[src/inc/pmwc_params.svh]
// constants for the power mode and wake control block
`ifndef PMWC_PARAMS_SVH
`define PMWC_PARAMS_SVH

// ************************************************************
// register offsets (byte addresses)
// ************************************************************
`define PMWC_ADR_MODE      8'h00
`define PMWC_ADR_WDOG      8'h04
`define PMWC_ADR_CMD       8'h08
`define PMWC_ADR_STAT      8'h0C
`define PMWC_ADR_WAKE      8'h10

// ************************************************************
// field positions and reset values
// ************************************************************
`define PMWC_MODE_FAST     0
`define PMWC_MODE_IDLE     1
`define PMWC_MODE_QUICK    4
`define PMWC_MODE_DIV_LO   5
`define PMWC_WDOG_KEEP     7
`define PMWC_MODE_RST      8'h01
`define PMWC_WDOG_RST      8'h7A
`define PMWC_WDOG_OFF      4'hA
`define PMWC_CMD_HALT      0
`define PMWC_CMD_CLRWD     1

// ************************************************************
// timing: oscillator settle counts in source cycles
// ************************************************************
`define PMWC_XTAL_CYC      11'd1024
`define PMWC_RC_CYC        11'd16
`define PMWC_LOW_CYC       11'd2

`endif

[src/inc/pmwc_pkg.sv]
// types for the power mode and wake control block
package pmwc_pkg;
    typedef enum logic [2:0] {
        PMWC_RUN     = 3'b000,
        PMWC_DEEP    = 3'b001,
        PMWC_SLPSUB  = 3'b010,
        PMWC_IDLESUB = 3'b011,
        PMWC_IDLEALL = 3'b100,
        PMWC_WAKE    = 3'b101
    } pmwc_state_t;

    typedef enum logic [1:0] {
        PMWC_OSC_XTAL = 2'b00,
        PMWC_OSC_HRC  = 2'b01,
        PMWC_OSC_ERC  = 2'b10
    } pmwc_osc_t;
endpackage : pmwc_pkg

[src/logic/pmwc_top.sv]
// power mode selection, halt states and wake-up control
`timescale 1ns/10ps
`include "pmwc_params.svh"
module pmwc_top
    import pmwc_pkg::*;
(
    input  wire logic        clk_i,
    input  wire logic        rst_i,
    input  wire logic [7:0]  adr_i,
    input  wire logic [31:0] dat_i,
    output logic      [31:0] dat_o,
    input  wire logic        we_i,
    input  wire logic [3:0]  sel_i,
    input  wire logic        cyc_i,
    input  wire logic        stb_i,
    output logic             ack_o,
    input  wire logic        fast_tick_i,
    input  wire logic        low_tick_i,
    input  wire logic [1:0]  osc_type_i,
    input  wire logic        wdog_sub_src_i,
    input  wire logic        wdog_cfg_en_i,
    input  wire logic        low_voltage_detector_on_i,
    input  wire logic        wdog_overflow_i,
    input  wire logic [7:0]  port_a_i,
    input  wire logic        irq_req_i,
    input  wire logic        irq_enabled_i,
    input  wire logic        stack_full_i,
    input  wire logic        ext_reset_wake_i,
    output logic             sys_clk_en_o,
    output logic             sys_clk_low_o,
    output logic             fast_osc_en_o,
    output logic             sub_clock_en_o,
    output logic             tbase_clk_en_o,
    output logic             wdog_clk_en_o,
    output logic             wdog_clear_o,
    output logic             cpu_hold_o,
    output logic             pc_sp_reset_o,
    output logic             full_reset_o,
    output logic             irq_service_o
);

    // ************************************************************
    // register storage
    // ************************************************************
    // control bytes as software wrote them, minus the read-only bits
    logic [7:0]  mode_ff;
    logic [7:0]  wdog_ff;
    logic [7:0]  port_a_wake_enable_ff;
    logic        power_down_flag_ff;
    logic        watchdog_expired_flag_ff;
    logic        fast_osc_ready_ff;
    logic        slow_osc_ready_ff;
    logic        slow_active_ff;
    logic        quick_run_ff;
    logic [7:0]  port_a_ff;
    logic        irq_block_ff;
    logic [10:0] fast_cnt_ff;
    logic [1:0]  low_cnt_ff;
    pmwc_state_t state_ff;

    // decoded bus strobes and combinational helpers
    logic       wr_stb;
    logic       rd_stb;
    logic       halt_cmd;
    logic       clrwd_cmd;
    logic       wdog_on;
    logic       want_slow;
    logic       halted;
    logic       pa_fall;
    logic       wake_any;
    logic [7:0] pa_hit;
    logic [10:0] fast_need;

    // a request is taken on its first cycle only; the pending ack blocks a repeat
    // only byte lane 0 carries register data, other lanes are ignored
    assign wr_stb    = cyc_i & stb_i & we_i & ~ack_o & sel_i[0];
    assign rd_stb    = cyc_i & stb_i & ~we_i & ~ack_o;
    assign halt_cmd  = wr_stb & (adr_i == `PMWC_ADR_CMD) & dat_i[`PMWC_CMD_HALT];
    assign clrwd_cmd = wr_stb & (adr_i == `PMWC_ADR_CMD) & dat_i[`PMWC_CMD_CLRWD];
    // watchdog runs unless both the option and the control nibble disable it
    assign wdog_on   = wdog_cfg_en_i | (wdog_ff[3:0] != `PMWC_WDOG_OFF);
    assign want_slow = ~mode_ff[`PMWC_MODE_FAST]
                     & (mode_ff[`PMWC_MODE_DIV_LO+2:`PMWC_MODE_DIV_LO+1] == 2'b00);
    // halted means one of the four sleep or idle states, not the wake wait
    assign halted    = (state_ff != PMWC_RUN) & (state_ff != PMWC_WAKE);
    // crystal needs the long settle count, both rc types the short one
    assign fast_need = (osc_type_i == PMWC_OSC_XTAL) ? `PMWC_XTAL_CYC : `PMWC_RC_CYC;

    // per-pin falling edge gated by its own enable
    // trade-off: one sample flop per pin rather than a shared edge detector
    genvar gi;
    generate
        for (gi = 0; gi < 8; gi = gi + 1) begin : g_pa
            assign pa_hit[gi] = port_a_wake_enable_ff[gi] & port_a_ff[gi] & ~port_a_i[gi];
        end
    endgenerate
    // wake sources are levels or one-cycle pulses on this clock
    assign pa_fall  = |pa_hit;
    // a request already pending at entry cannot wake the part
    assign wake_any = ext_reset_wake_i | pa_fall | (irq_req_i & ~irq_block_ff)
                    | wdog_overflow_i;

    // ************************************************************
    // wishbone slave: one-cycle ack, reads answer next cycle
    // ************************************************************
    // registered ack one cycle after the request is taken
    // read data is captured with ack and holds until the next read
    always_ff @(posedge clk_i) begin
        if (rst_i) begin
            ack_o <= 1'b0;
            dat_o <= 32'h0000_0000;
        end else begin
            ack_o <= cyc_i & stb_i & ~ack_o;
            if (rd_stb) begin
                case (adr_i)
                    `PMWC_ADR_MODE: dat_o <= {24'h000000, mode_ff[7:4], slow_osc_ready_ff,
                                              fast_osc_ready_ff, mode_ff[1:0]};
                    `PMWC_ADR_WDOG: dat_o <= {24'h000000, wdog_ff};
                    `PMWC_ADR_STAT: dat_o <= {24'h000000, 2'b00, slow_active_ff, state_ff,
                                              power_down_flag_ff, watchdog_expired_flag_ff};
                    `PMWC_ADR_WAKE: dat_o <= {24'h000000, port_a_wake_enable_ff};
                    default:        dat_o <= 32'h0000_0000; // unmapped reads zero
                endcase
            end
        end
    end

    // control registers; writes land only in run or the wake wait, which keeps them frozen asleep
    // read-only ready bits are masked off so software cannot fake them
    always_ff @(posedge clk_i) begin
        if (rst_i) begin
            mode_ff               <= `PMWC_MODE_RST;
            wdog_ff               <= `PMWC_WDOG_RST;
            port_a_wake_enable_ff <= 8'h00;
        end else if (wr_stb & ~halted) begin
            if (adr_i == `PMWC_ADR_MODE) mode_ff <= dat_i[7:0] & 8'hF3;
            if (adr_i == `PMWC_ADR_WDOG) wdog_ff <= dat_i[7:0];
            if (adr_i == `PMWC_ADR_WAKE) port_a_wake_enable_ff <= dat_i[7:0];
        end
    end

    // ************************************************************
    // halt state machine
    // ************************************************************
    // halt is taken only from run; the target state uses the settings of that edge
    // limitation: a wake event while waiting for the clock is not queued
    always_ff @(posedge clk_i) begin
        if (rst_i) begin
            state_ff <= PMWC_RUN;
        end else begin
            case (state_ff)
                PMWC_RUN: begin
                    if (halt_cmd) begin
                        if (mode_ff[`PMWC_MODE_IDLE]) begin
                            state_ff <= wdog_ff[`PMWC_WDOG_KEEP] ? PMWC_IDLEALL
                                                                 : PMWC_IDLESUB;
                        end else begin
                            state_ff <= (wdog_on | low_voltage_detector_on_i)
                                      ? PMWC_SLPSUB : PMWC_DEEP;
                        end
                    end
                end
                PMWC_DEEP, PMWC_SLPSUB, PMWC_IDLESUB, PMWC_IDLEALL: begin
                    if (wake_any) state_ff <= PMWC_WAKE;
                end
                PMWC_WAKE: begin
                    // resume once the clock in use is ready
                    if (slow_active_ff ? slow_osc_ready_ff
                                       : (fast_osc_ready_ff | quick_run_ff)) begin
                        state_ff <= PMWC_RUN;
                    end
                end
                default: state_ff <= PMWC_RUN;
            endcase
        end
    end

    // previous port sample and pending-interrupt latch taken at entry
    // the port sample resets high so no false falling edge follows reset
    always_ff @(posedge clk_i) begin
        if (rst_i) begin
            port_a_ff    <= 8'hFF;
            irq_block_ff <= 1'b0;
        end else begin
            port_a_ff <= port_a_i;
            if (halt_cmd) irq_block_ff <= irq_req_i;
            else if (~irq_req_i) irq_block_ff <= 1'b0;
        end
    end

    // ************************************************************
    // status flags
    // ************************************************************
    // an external reset wake clears these flags like a full reset
    // halt clear beats a same-cycle overflow, so every entry starts clean
    always_ff @(posedge clk_i) begin
        if (rst_i | (ext_reset_wake_i & halted)) begin
            power_down_flag_ff       <= 1'b0;
            watchdog_expired_flag_ff <= 1'b0;
        end else begin
            if (halt_cmd & (state_ff == PMWC_RUN)) begin
                power_down_flag_ff       <= 1'b1;
                watchdog_expired_flag_ff <= 1'b0;
            end else begin
                if (clrwd_cmd) power_down_flag_ff <= 1'b0;
                if (wdog_overflow_i) watchdog_expired_flag_ff <= 1'b1;
            end
        end
    end

    // ************************************************************
    // clock source and oscillator ready tracking
    // ************************************************************
    // quick run lasts only until the crystal reports ready
    // limitation: quick wake only from sub-clock sleep, where the low rc still runs
    always_ff @(posedge clk_i) begin
        if (rst_i) begin
            slow_active_ff <= 1'b0;
            quick_run_ff   <= 1'b0;
        end else begin
            // slow takes over only once the low oscillator is stable
            if (want_slow & slow_osc_ready_ff) slow_active_ff <= 1'b1;
            else if (~want_slow) slow_active_ff <= 1'b0;
            if (state_ff == PMWC_SLPSUB & wake_any & mode_ff[`PMWC_MODE_QUICK]
                & (osc_type_i == PMWC_OSC_XTAL)) quick_run_ff <= 1'b1;
            else if (fast_osc_ready_ff) quick_run_ff <= 1'b0;
        end
    end

    // settle counters; ready falls while the oscillator is stopped
    // full-clock idle keeps the fast oscillator, so its ready survives
    always_ff @(posedge clk_i) begin
        if (rst_i) begin
            fast_cnt_ff       <= 11'd0;
            fast_osc_ready_ff <= 1'b0;
        end else if ((state_ff == PMWC_DEEP) | (state_ff == PMWC_SLPSUB)
                     | (state_ff == PMWC_IDLESUB) | slow_active_ff) begin
            fast_cnt_ff       <= 11'd0;
            fast_osc_ready_ff <= 1'b0;
        end else if (~fast_osc_ready_ff & fast_tick_i) begin
            fast_cnt_ff <= fast_cnt_ff + 11'd1;
            if (fast_cnt_ff + 11'd1 >= fast_need) fast_osc_ready_ff <= 1'b1;
        end
    end

    // the low rc stops only in deep sleep; elsewhere its ready stays up
    always_ff @(posedge clk_i) begin
        if (rst_i) begin
            low_cnt_ff        <= 2'd0;
            slow_osc_ready_ff <= 1'b0;
        end else if (state_ff == PMWC_DEEP) begin
            low_cnt_ff        <= 2'd0;
            slow_osc_ready_ff <= 1'b0;
        end else if (~slow_osc_ready_ff & low_tick_i) begin
            low_cnt_ff <= low_cnt_ff + 2'd1;
            if ({9'd0, low_cnt_ff + 2'd1} >= `PMWC_LOW_CYC) slow_osc_ready_ff <= 1'b1;
        end
    end

    // ************************************************************
    // registered clock gates and wake actions
    // ************************************************************
    // gates follow the state one cycle late, which keeps every output a flop
    // hazard: cpu hold rises a cycle before the system clock gate falls
    always_ff @(posedge clk_i) begin
        if (rst_i) begin
            sys_clk_en_o   <= 1'b1;
            sys_clk_low_o  <= 1'b0;
            fast_osc_en_o  <= 1'b1;
            sub_clock_en_o <= 1'b1;
            tbase_clk_en_o <= 1'b1;
            wdog_clk_en_o  <= 1'b1;
        end else begin
            sys_clk_en_o   <= ~((state_ff == PMWC_DEEP) | (state_ff == PMWC_SLPSUB)
                                | (state_ff == PMWC_IDLESUB));
            // peripherals on the system clock see the low source too
            sys_clk_low_o  <= slow_active_ff | quick_run_ff;
            fast_osc_en_o  <= ~slow_active_ff & (state_ff != PMWC_DEEP);
            sub_clock_en_o <= (state_ff != PMWC_DEEP);
            tbase_clk_en_o <= (state_ff == PMWC_RUN) | (state_ff == PMWC_WAKE)
                            | (state_ff == PMWC_IDLESUB) | (state_ff == PMWC_IDLEALL);
            // a system-clocked watchdog dies with the system clock in sub-only idle
            case (state_ff)
                PMWC_DEEP:    wdog_clk_en_o <= 1'b0;
                PMWC_SLPSUB:  wdog_clk_en_o <= wdog_on & wdog_sub_src_i;
                PMWC_IDLESUB: wdog_clk_en_o <= wdog_on & wdog_sub_src_i;
                PMWC_IDLEALL: wdog_clk_en_o <= wdog_on;
                default:      wdog_clk_en_o <= wdog_on;
            endcase
        end
    end

    // one-cycle pulses: watchdog clear on halt, reset and interrupt on wake
    // reset wake outranks overflow; interrupt service yields to both
    always_ff @(posedge clk_i) begin
        if (rst_i) begin
            wdog_clear_o  <= 1'b0;
            pc_sp_reset_o <= 1'b0;
            full_reset_o  <= 1'b0;
            irq_service_o <= 1'b0;
            cpu_hold_o    <= 1'b0;
        end else begin
            wdog_clear_o  <= (halt_cmd & (state_ff == PMWC_RUN)) | clrwd_cmd;
            pc_sp_reset_o <= halted & wdog_overflow_i & ~ext_reset_wake_i;
            full_reset_o  <= halted & ext_reset_wake_i;
            // wake by a serviceable interrupt takes the vector, else resume after halt
            irq_service_o <= halted & irq_req_i & ~irq_block_ff & irq_enabled_i
                           & ~stack_full_i & ~ext_reset_wake_i & ~wdog_overflow_i;
            // hold rises with the halt write so no further instruction slips through
            cpu_hold_o    <= (state_ff != PMWC_RUN) | (halt_cmd & ~halted);
        end
    end

endmodule : pmwc_top

[config.mk]
export PLATFORM = sky130hd
export DESIGN_NAME = pmwc_top
export DESIGN_NICKNAME = d
export VERILOG_FILES = /design/src/inc/pmwc_pkg.sv /design/src/logic/pmwc_top.sv
export VERILOG_INCLUDE_DIRS = /design/src /design/src/inc
export SDC_FILE = /design/constraint.sdc
export NUM_CORES = 1
export LEC_CHECK = 0
export BUFFER_PORTS_ARGS = -buffer_cell sky130_fd_sc_hd__buf_4
export CAP_MARGIN = 10
export CELL_PAD_IN_SITES_DETAIL_PLACEMENT = 1
export CELL_PAD_IN_SITES_GLOBAL_PLACEMENT = 1
export CORE_MARGIN = 2
export CORE_UTILIZATION = 25
export DETAILED_ROUTE_END_ITERATION = 8
export GPL_ROUTABILITY_DRIVEN = 0
export PLACE_DENSITY_LB_ADDON = 0.25
export SLEW_MARGIN = 15
export SYNTH_ARGS = -nofsm -noshare
export SYNTH_HDL_FRONTEND = slang
export SYNTH_SLANG_ARGS = --single-unit
[constraint.sdc]
create_clock -name clk_i -period 3.9 [get_ports clk_i]
set_clock_uncertainty 0.1 [all_clocks]
set_input_delay 0.39 -clock clk_i [delete_from_list [all_inputs] [get_ports clk_i]]
set_output_delay 0.39 -clock clk_i [all_outputs]
set_load 0.02 [all_outputs]
==> impl_metrics.csv, run 1 <==
group,metric,value,unit
route,drc,0,
clock_tree,hold_buffers,0,
sta,max-slew-margin-rel,0.507,
critical_path,worstSetupPathType,"flip-flop to flip-flop",
min_path,hp-class,"primary input to flip-flop",
critical_path,crit_chain,"xor2_1 -> nor4_4 -> nand3_2 -> a211o_1",
yosys,synthAdderAreaFrac,0.0142,
sta,rsz0062_at_grt,"false",
floorplan,std_cell_rows,43,
yosys,synth_area,3530,sq um
floorplan,die_w,123,microns
clock_tree,root_buffer,"clkbuf_16",
yosys,ys_ff_latch,73,
sta,worst_pin_slew,733,ps
yosys,yosysTopAreaCell,"dfxtp_1",
final_layout,num_antenna_cells,0,
yosys,yosys.area_share.simple,0.276,
final_layout,nets,532,
yosys,synth_top_family_by_area,"simple AND/OR/NAND/NOR gates",
yosys,yosysWarnings,0,
critical_path,critPathCaptureType,"flip-flop",
yosys,netlist.area_leader.share,0.414,
power,leakage,1.75,nW
global_routing,antenna_found_initial,0,
critical_path,path_buf_inv,0,
clock_tree,clkTransAtPathRegs,60,ps
global_routing,grt_first_pass_wirelength,15800,microns
clock_tree,cts_setup_buffers,0,
sta,setup_ws,1450,ps
yosys,yosys-top-cells-area,"dfxtp_1, buf_4, nand2_1",
placement,dp.cells,628,
route,wl_per_cell,15.6,microns
clock_tree,clk_path_buf_depth,2,
yosys,synth-edff-count,0,
route,num_vias,3049,
critical_path,critical_path.startpoint_type,"flip-flop",
yosys,synth_seq_area_share,0.414,
global_routing,grt_usage,0.138,
yosys,synth-async-reset-ratio,0,
placement,port_buffers,61,
sta,tns,0,ps
clock_tree,cts_made_buffers,9,
global_routing,grt_pass1_vias,3007,
clock_tree,cts_tree,"done",
sta,maxSlewViolCount,0,
floorplan,dieArea,15100,sq um
route,postRouteAntennaNets,0,
global_routing,grt_max_degree,54,
floorplan,pin_count,113,
floorplan,start_util,0.255,
final_layout,final_core_util,0.321,
sta,max_freq,0.408,GHz
route,wl,10000,microns
critical_path,critical-path-slowest-cell,"dfxtp_1",
yosys,synthMuxAreaShare,0.0227,
clock_tree,ctsResizeCount,0,
power,power.density,499,nW/um^2
clock_tree,htreeDepth,3,
sta,finalCritPeriodShare,0.629,
route,viasPerCell,4.73,
sta,finalCriticalPeriod,2450,ps
yosys,synth_area_per_cell,8.81,sq um
route,drt_first_pass_iters,6,
critical_path,cp_top_family,"simple AND/OR/NAND/NOR gates",
status,outcome,"finished, final reports clean",
placement,dpl_worst_slack,1440,ps
yosys,synth_cell_types,63,
run,cap_violations,0,
final_layout,finalNonFillerCells,644,
critical_path,crit_path_max_incr_delay,650,ps
clock_tree,clk_latency,340,ps
yosys,synth-xor-area-share,0.0373,
sta,hold_viol,0,
critical_path,crit_arrival,2580,ps
final_layout,drive_gt1_frac,0.224,
sta,setup_viol,0,
floorplan,core,13800,sq um
critical_path,worstPathMaxFanout,14,
final_layout,area_growth,25.9,%
route,drtIter0Drc,145,
clock_tree,cts.sinks,73,
global_routing,overflow,0,
yosys,synth-compound-area-share,0.156,
yosys,synth_cells,400,
critical_path,cp.required,4020,ps
placement,hpwl,7340,microns
yosys,synth-main-ff-cell,"dfxtp_1",
floorplan,die_h,123,microns
power,ir_drop,253,uV
cells in the mapped netlist (all sizes together) (6+ instances only):
library cell / number
a21oi: 18
nor3: 9
or2: 12
nand3b: 9
nand2b: 6
a222oi: 8
dfxtp: 73
or3: 6
nor2: 39
o21ai: 19
a22o: 6
buf: 31
nand3: 17
nand2: 44
xor2: 8
xnor2: 7
clkbuf: 11
nor4: 6
mux2i: 8
state kept, by name (all words and copies together) (netlist names), 2 cells and up:
register	flops
dat_o	8
mode_ff	6
wdog_ff	8
port_a_ff	8
fast_cnt_ff	11
port_a_wake_enable_ff	8
low_cnt_ff	2
state_ff	3
cell type report:
class	instances	area [sq um]
Clock buffer	12	267
Clock inverter	4	97.6
Fill cell	1634	9390
Inverter	3	11.3
Multi-Input combinational cell	305	1870
Sequential cell	73	1460
Tap cell	180	225
Timing Repair Buffer	67	503
metrics by stage:
| step | cell area, sq um | hold slack (ps) | power, mW |
|---|---|---|---|
| floorplan | 3610 | 334 | 1.13 |
| global placement | 4080 | 341 | 1.23 |
| detailed placement | 4080 | 350 | 1.24 |
| CTS | 4440 | 129 | 2.24 |
| global route | 4440 | 126 | 2.32 |
| finish | 4440 | 136 | 2.21 |
kinds of logic (layout without fill, tap and decap cells):
| family | after synthesis | in the layout |
|---|---|---|
| adders and majority gates | 4 | 4 |
| and+or+nand+nor | 177 | 177 |
| buffers and inverters | 45 | 86 |
| DFF | 73 | 73 |
| AOI/OAI and AO/OA | 77 | 77 |
| other | 1 | 24 |
| xor gates and xnor gates | 15 | 15 |
| muxes | 8 | 8 |
placed cells by master (no fill, tap or decap), drive strengths merged, types with 12 or more instances in the layout:
cell    count
dfxtp      73
nand2      44
a21oi      18
o21ai      19
clkbuf     12
or2        12
buf        67
nand3      17
conb       24
nor2       39
where the power goes:
group          total, mW  switching [mW]  internal (mW)
logic              0.361           0.209          0.152
clock network      0.992           0.315          0.677
registers          0.862          0.0672          0.795
routing by layer:
metal  global-route usage  wire [microns]  part of all wire
met1                0.183            4770              0.48
met2                0.220            4680              0.47
met3               0.0349             457             0.046
met4               0.0409             114             0.011
met5                    0               0                 0
path summary, 6_finish.rpt:
path,from,to,slack (ps),depth (start not counted)
min,ext_reset_wake_i,pc_sp_reset_o,140,2
max reg2reg,state_ff[2],mode_ff[0],1450,4
max,state_ff[2],mode_ff[0],1450,4
min reg2reg,dat_o[4],dat_o[4],360,2
Power figures use the tool's default switching activity.
==> inputs of run 2 (changes only) <==
- clock period: 3.9 -> 2.2 ns (I/O delays scaled with it)
==> run 2 against run 1 <==
Combinational power up 110%. Highest routed layer unchanged. Largest power group is now registers. Global-route usage up 0.064 points. Wire length down 1.3%. Flip-flop and latch count unchanged. Clock-buffer cell count down 1. Setup slack worse by 1300 ps. Sequential share of layout area down 0.85 points. Sequential power up 72%. Die area unchanged.
==> impl_metrics.csv, run 2 (synthesized netlist as in run 1, its figures left out) <==
group,metric,value,unit
critical_path,worstPathMaxFanout,4,
status,outcome,"finished, final reports clean",
floorplan,dieArea,15100,sq um
critical_path,cp_common_cell,"ha_1",
global_routing,antenna_found_initial,0,
final_layout,drive_gt1_frac,0.242,
route,num_vias,3124,
clock_tree,clkTransAtPathRegs,60,ps
placement,hpwl,7370,microns
route,postRouteAntennaNets,0,
floorplan,std_cell_rows,43,
route,wl_met3,407,microns
critical_path,cp_top_family,"simple AND/OR/NAND/NOR gates",
floorplan,die_w,123,microns
final_layout,num_antenna_cells,0,
route,topRoutingLayerUsed,"met4",
sta,max_freq,0.480,GHz
sta,worst_pin_slew,570,ps
global_routing,grt_usage,0.138,
placement,dp.cells,640,
sta,max-slew-margin-rel,0.619,
sta,maxSlewViolCount,0,
route,wl_per_cell,14.9,microns
global_routing,grt_pass1_vias,3061,
sta,hold_viol,0,
route,wl,9890,microns
global_routing,overflow,0,
clock_tree,clk_latency,340,ps
sta,finalCritPeriodShare,0.947,
power,leakage,1.81,nW
run,cap_violations,0,
final_layout,largest_register,"fast_cnt_ff",
critical_path,crit_chain,"ha_1 -> and3_2 -> xnor2_1 -> ha_1 -> nand2_1 -> or4_1 -> o21ai_0 -> a2111oi_1 -> o21ai_1",
final_layout,largest_reg_flops,11,
final_layout,layout_commonest_cell,"buf_4",
critical_path,crit_arrival,2250,ps
route,wl_met1,4660,microns
critical_path,crit_path_max_incr_delay,380,ps
placement,dpl_worst_slack,-29.4,ps
power,ir_drop,335,uV
final_layout,final_core_util,0.330,
global_routing,grt_max_degree,54,
sta,finalCriticalPeriod,2080,ps
critical_path,critPathCaptureType,"flip-flop",
sta,tns,0,ps
route,drtIter0Drc,138,
clock_tree,cts_made_buffers,9,
sta,rsz0062_at_grt,"false",
final_layout,most-common-layout-cells,"buf_4, dfxtp_1, nand2_1",
clock_tree,cts_tree,"done",
sta,setup_ws,117,ps
floorplan,core,13800,sq um
placement,port_buffers,61,
critical_path,worstSetupPathType,"flip-flop to flip-flop",
floorplan,die_h,123,microns
clock_tree,htreeDepth,3,
min_path,hp-class,"primary input to flip-flop",
route,dr_wl_met2,4680,microns
final_layout,finalNonFillerCells,664,
global_routing,grt_first_pass_wirelength,15800,microns
critical_path,critical-path-slowest-cell,"or4_1",
critical_path,path_buf_inv,0,
critical_path,cp.required,2370,ps
final_layout,nets,553,
clock_tree,cts_setup_buffers,0,
route,drc,0,
route,viasPerCell,4.70,
clock_tree,root_buffer,"clkbuf_16",
route,drt_first_pass_iters,4,
sta,setup_viol,0,
power,power.density,791,nW/um^2
floorplan,start_util,0.255,
floorplan,pin_count,113,
clock_tree,clk_path_buf_depth,2,
final_layout,area_growth,29.2,%
clock_tree,cts.sinks,73,
critical_path,critical_path.startpoint_type,"flip-flop",
## run 2: report_power, final
part	switching, mW	internal, mW
sequential	0.0658	1.41
combinational	0.429	0.318
clock	0.565	0.818
## run 2: path summary, 6_finish.rpt
kind	cells after the start	end	slack, ps	start
worst max-delay path	9	fast_osc_ready_ff	120	fast_cnt_ff[0]
worst max register to register	9	fast_osc_ready_ff	120	fast_cnt_ff[0]
worst min-delay path	2	watchdog_expired_flag_ff	30	wdog_overflow_i
worst min register to register	2	dat_o[5]	360	dat_o[5]
## run 2: worst reg2reg max path, delay by kind of cell, from the launching register on
kind                       cells  cell delay (ps)
xor gates and xnor gates       1              130
adders and majority gates      2              510
and+or+nand+nor                3              680
DFF                            1              310
AOI/OAI and AO/OA              3              290
## run 2: timing repair
action | 4_1_cts | 5_1_grt
hold buffers | 9 | 0
pin swaps | 1 | 0
endpoints found under the setup margin | 1 | 1
gates resized for setup | 1 | 2
endpoints found under the hold margin | 9 | 0
## run 2: through the flow
step	hold slack (ps)	area, sq um	total power [mW]
floorplan	197	3610	2.00
detailed placement	314	4180	2.24
global route	22.9	4560	3.80
global placement	315	4180	2.22
CTS	19.3	4550	3.66
finish	28.4	4560	3.61
## run 2: per-layer routing
metal  up-vias  GRT usage
met5         -          0
met4         0     0.0496
met3        13     0.0307
met2        56      0.215
met1      1512      0.188
li1       1543          -
## run 2: cell type report
cell class / count / area (sq um)
fillers: 1625 / 9270
multi-input cells: 305 / 1880
flip-flops and latches: 73 / 1460
repair buffers: 88 / 696
clock buffers: 11 / 253
well taps: 180 / 225
clock inverters: 4 / 28.8
inverters: 3 / 11.3
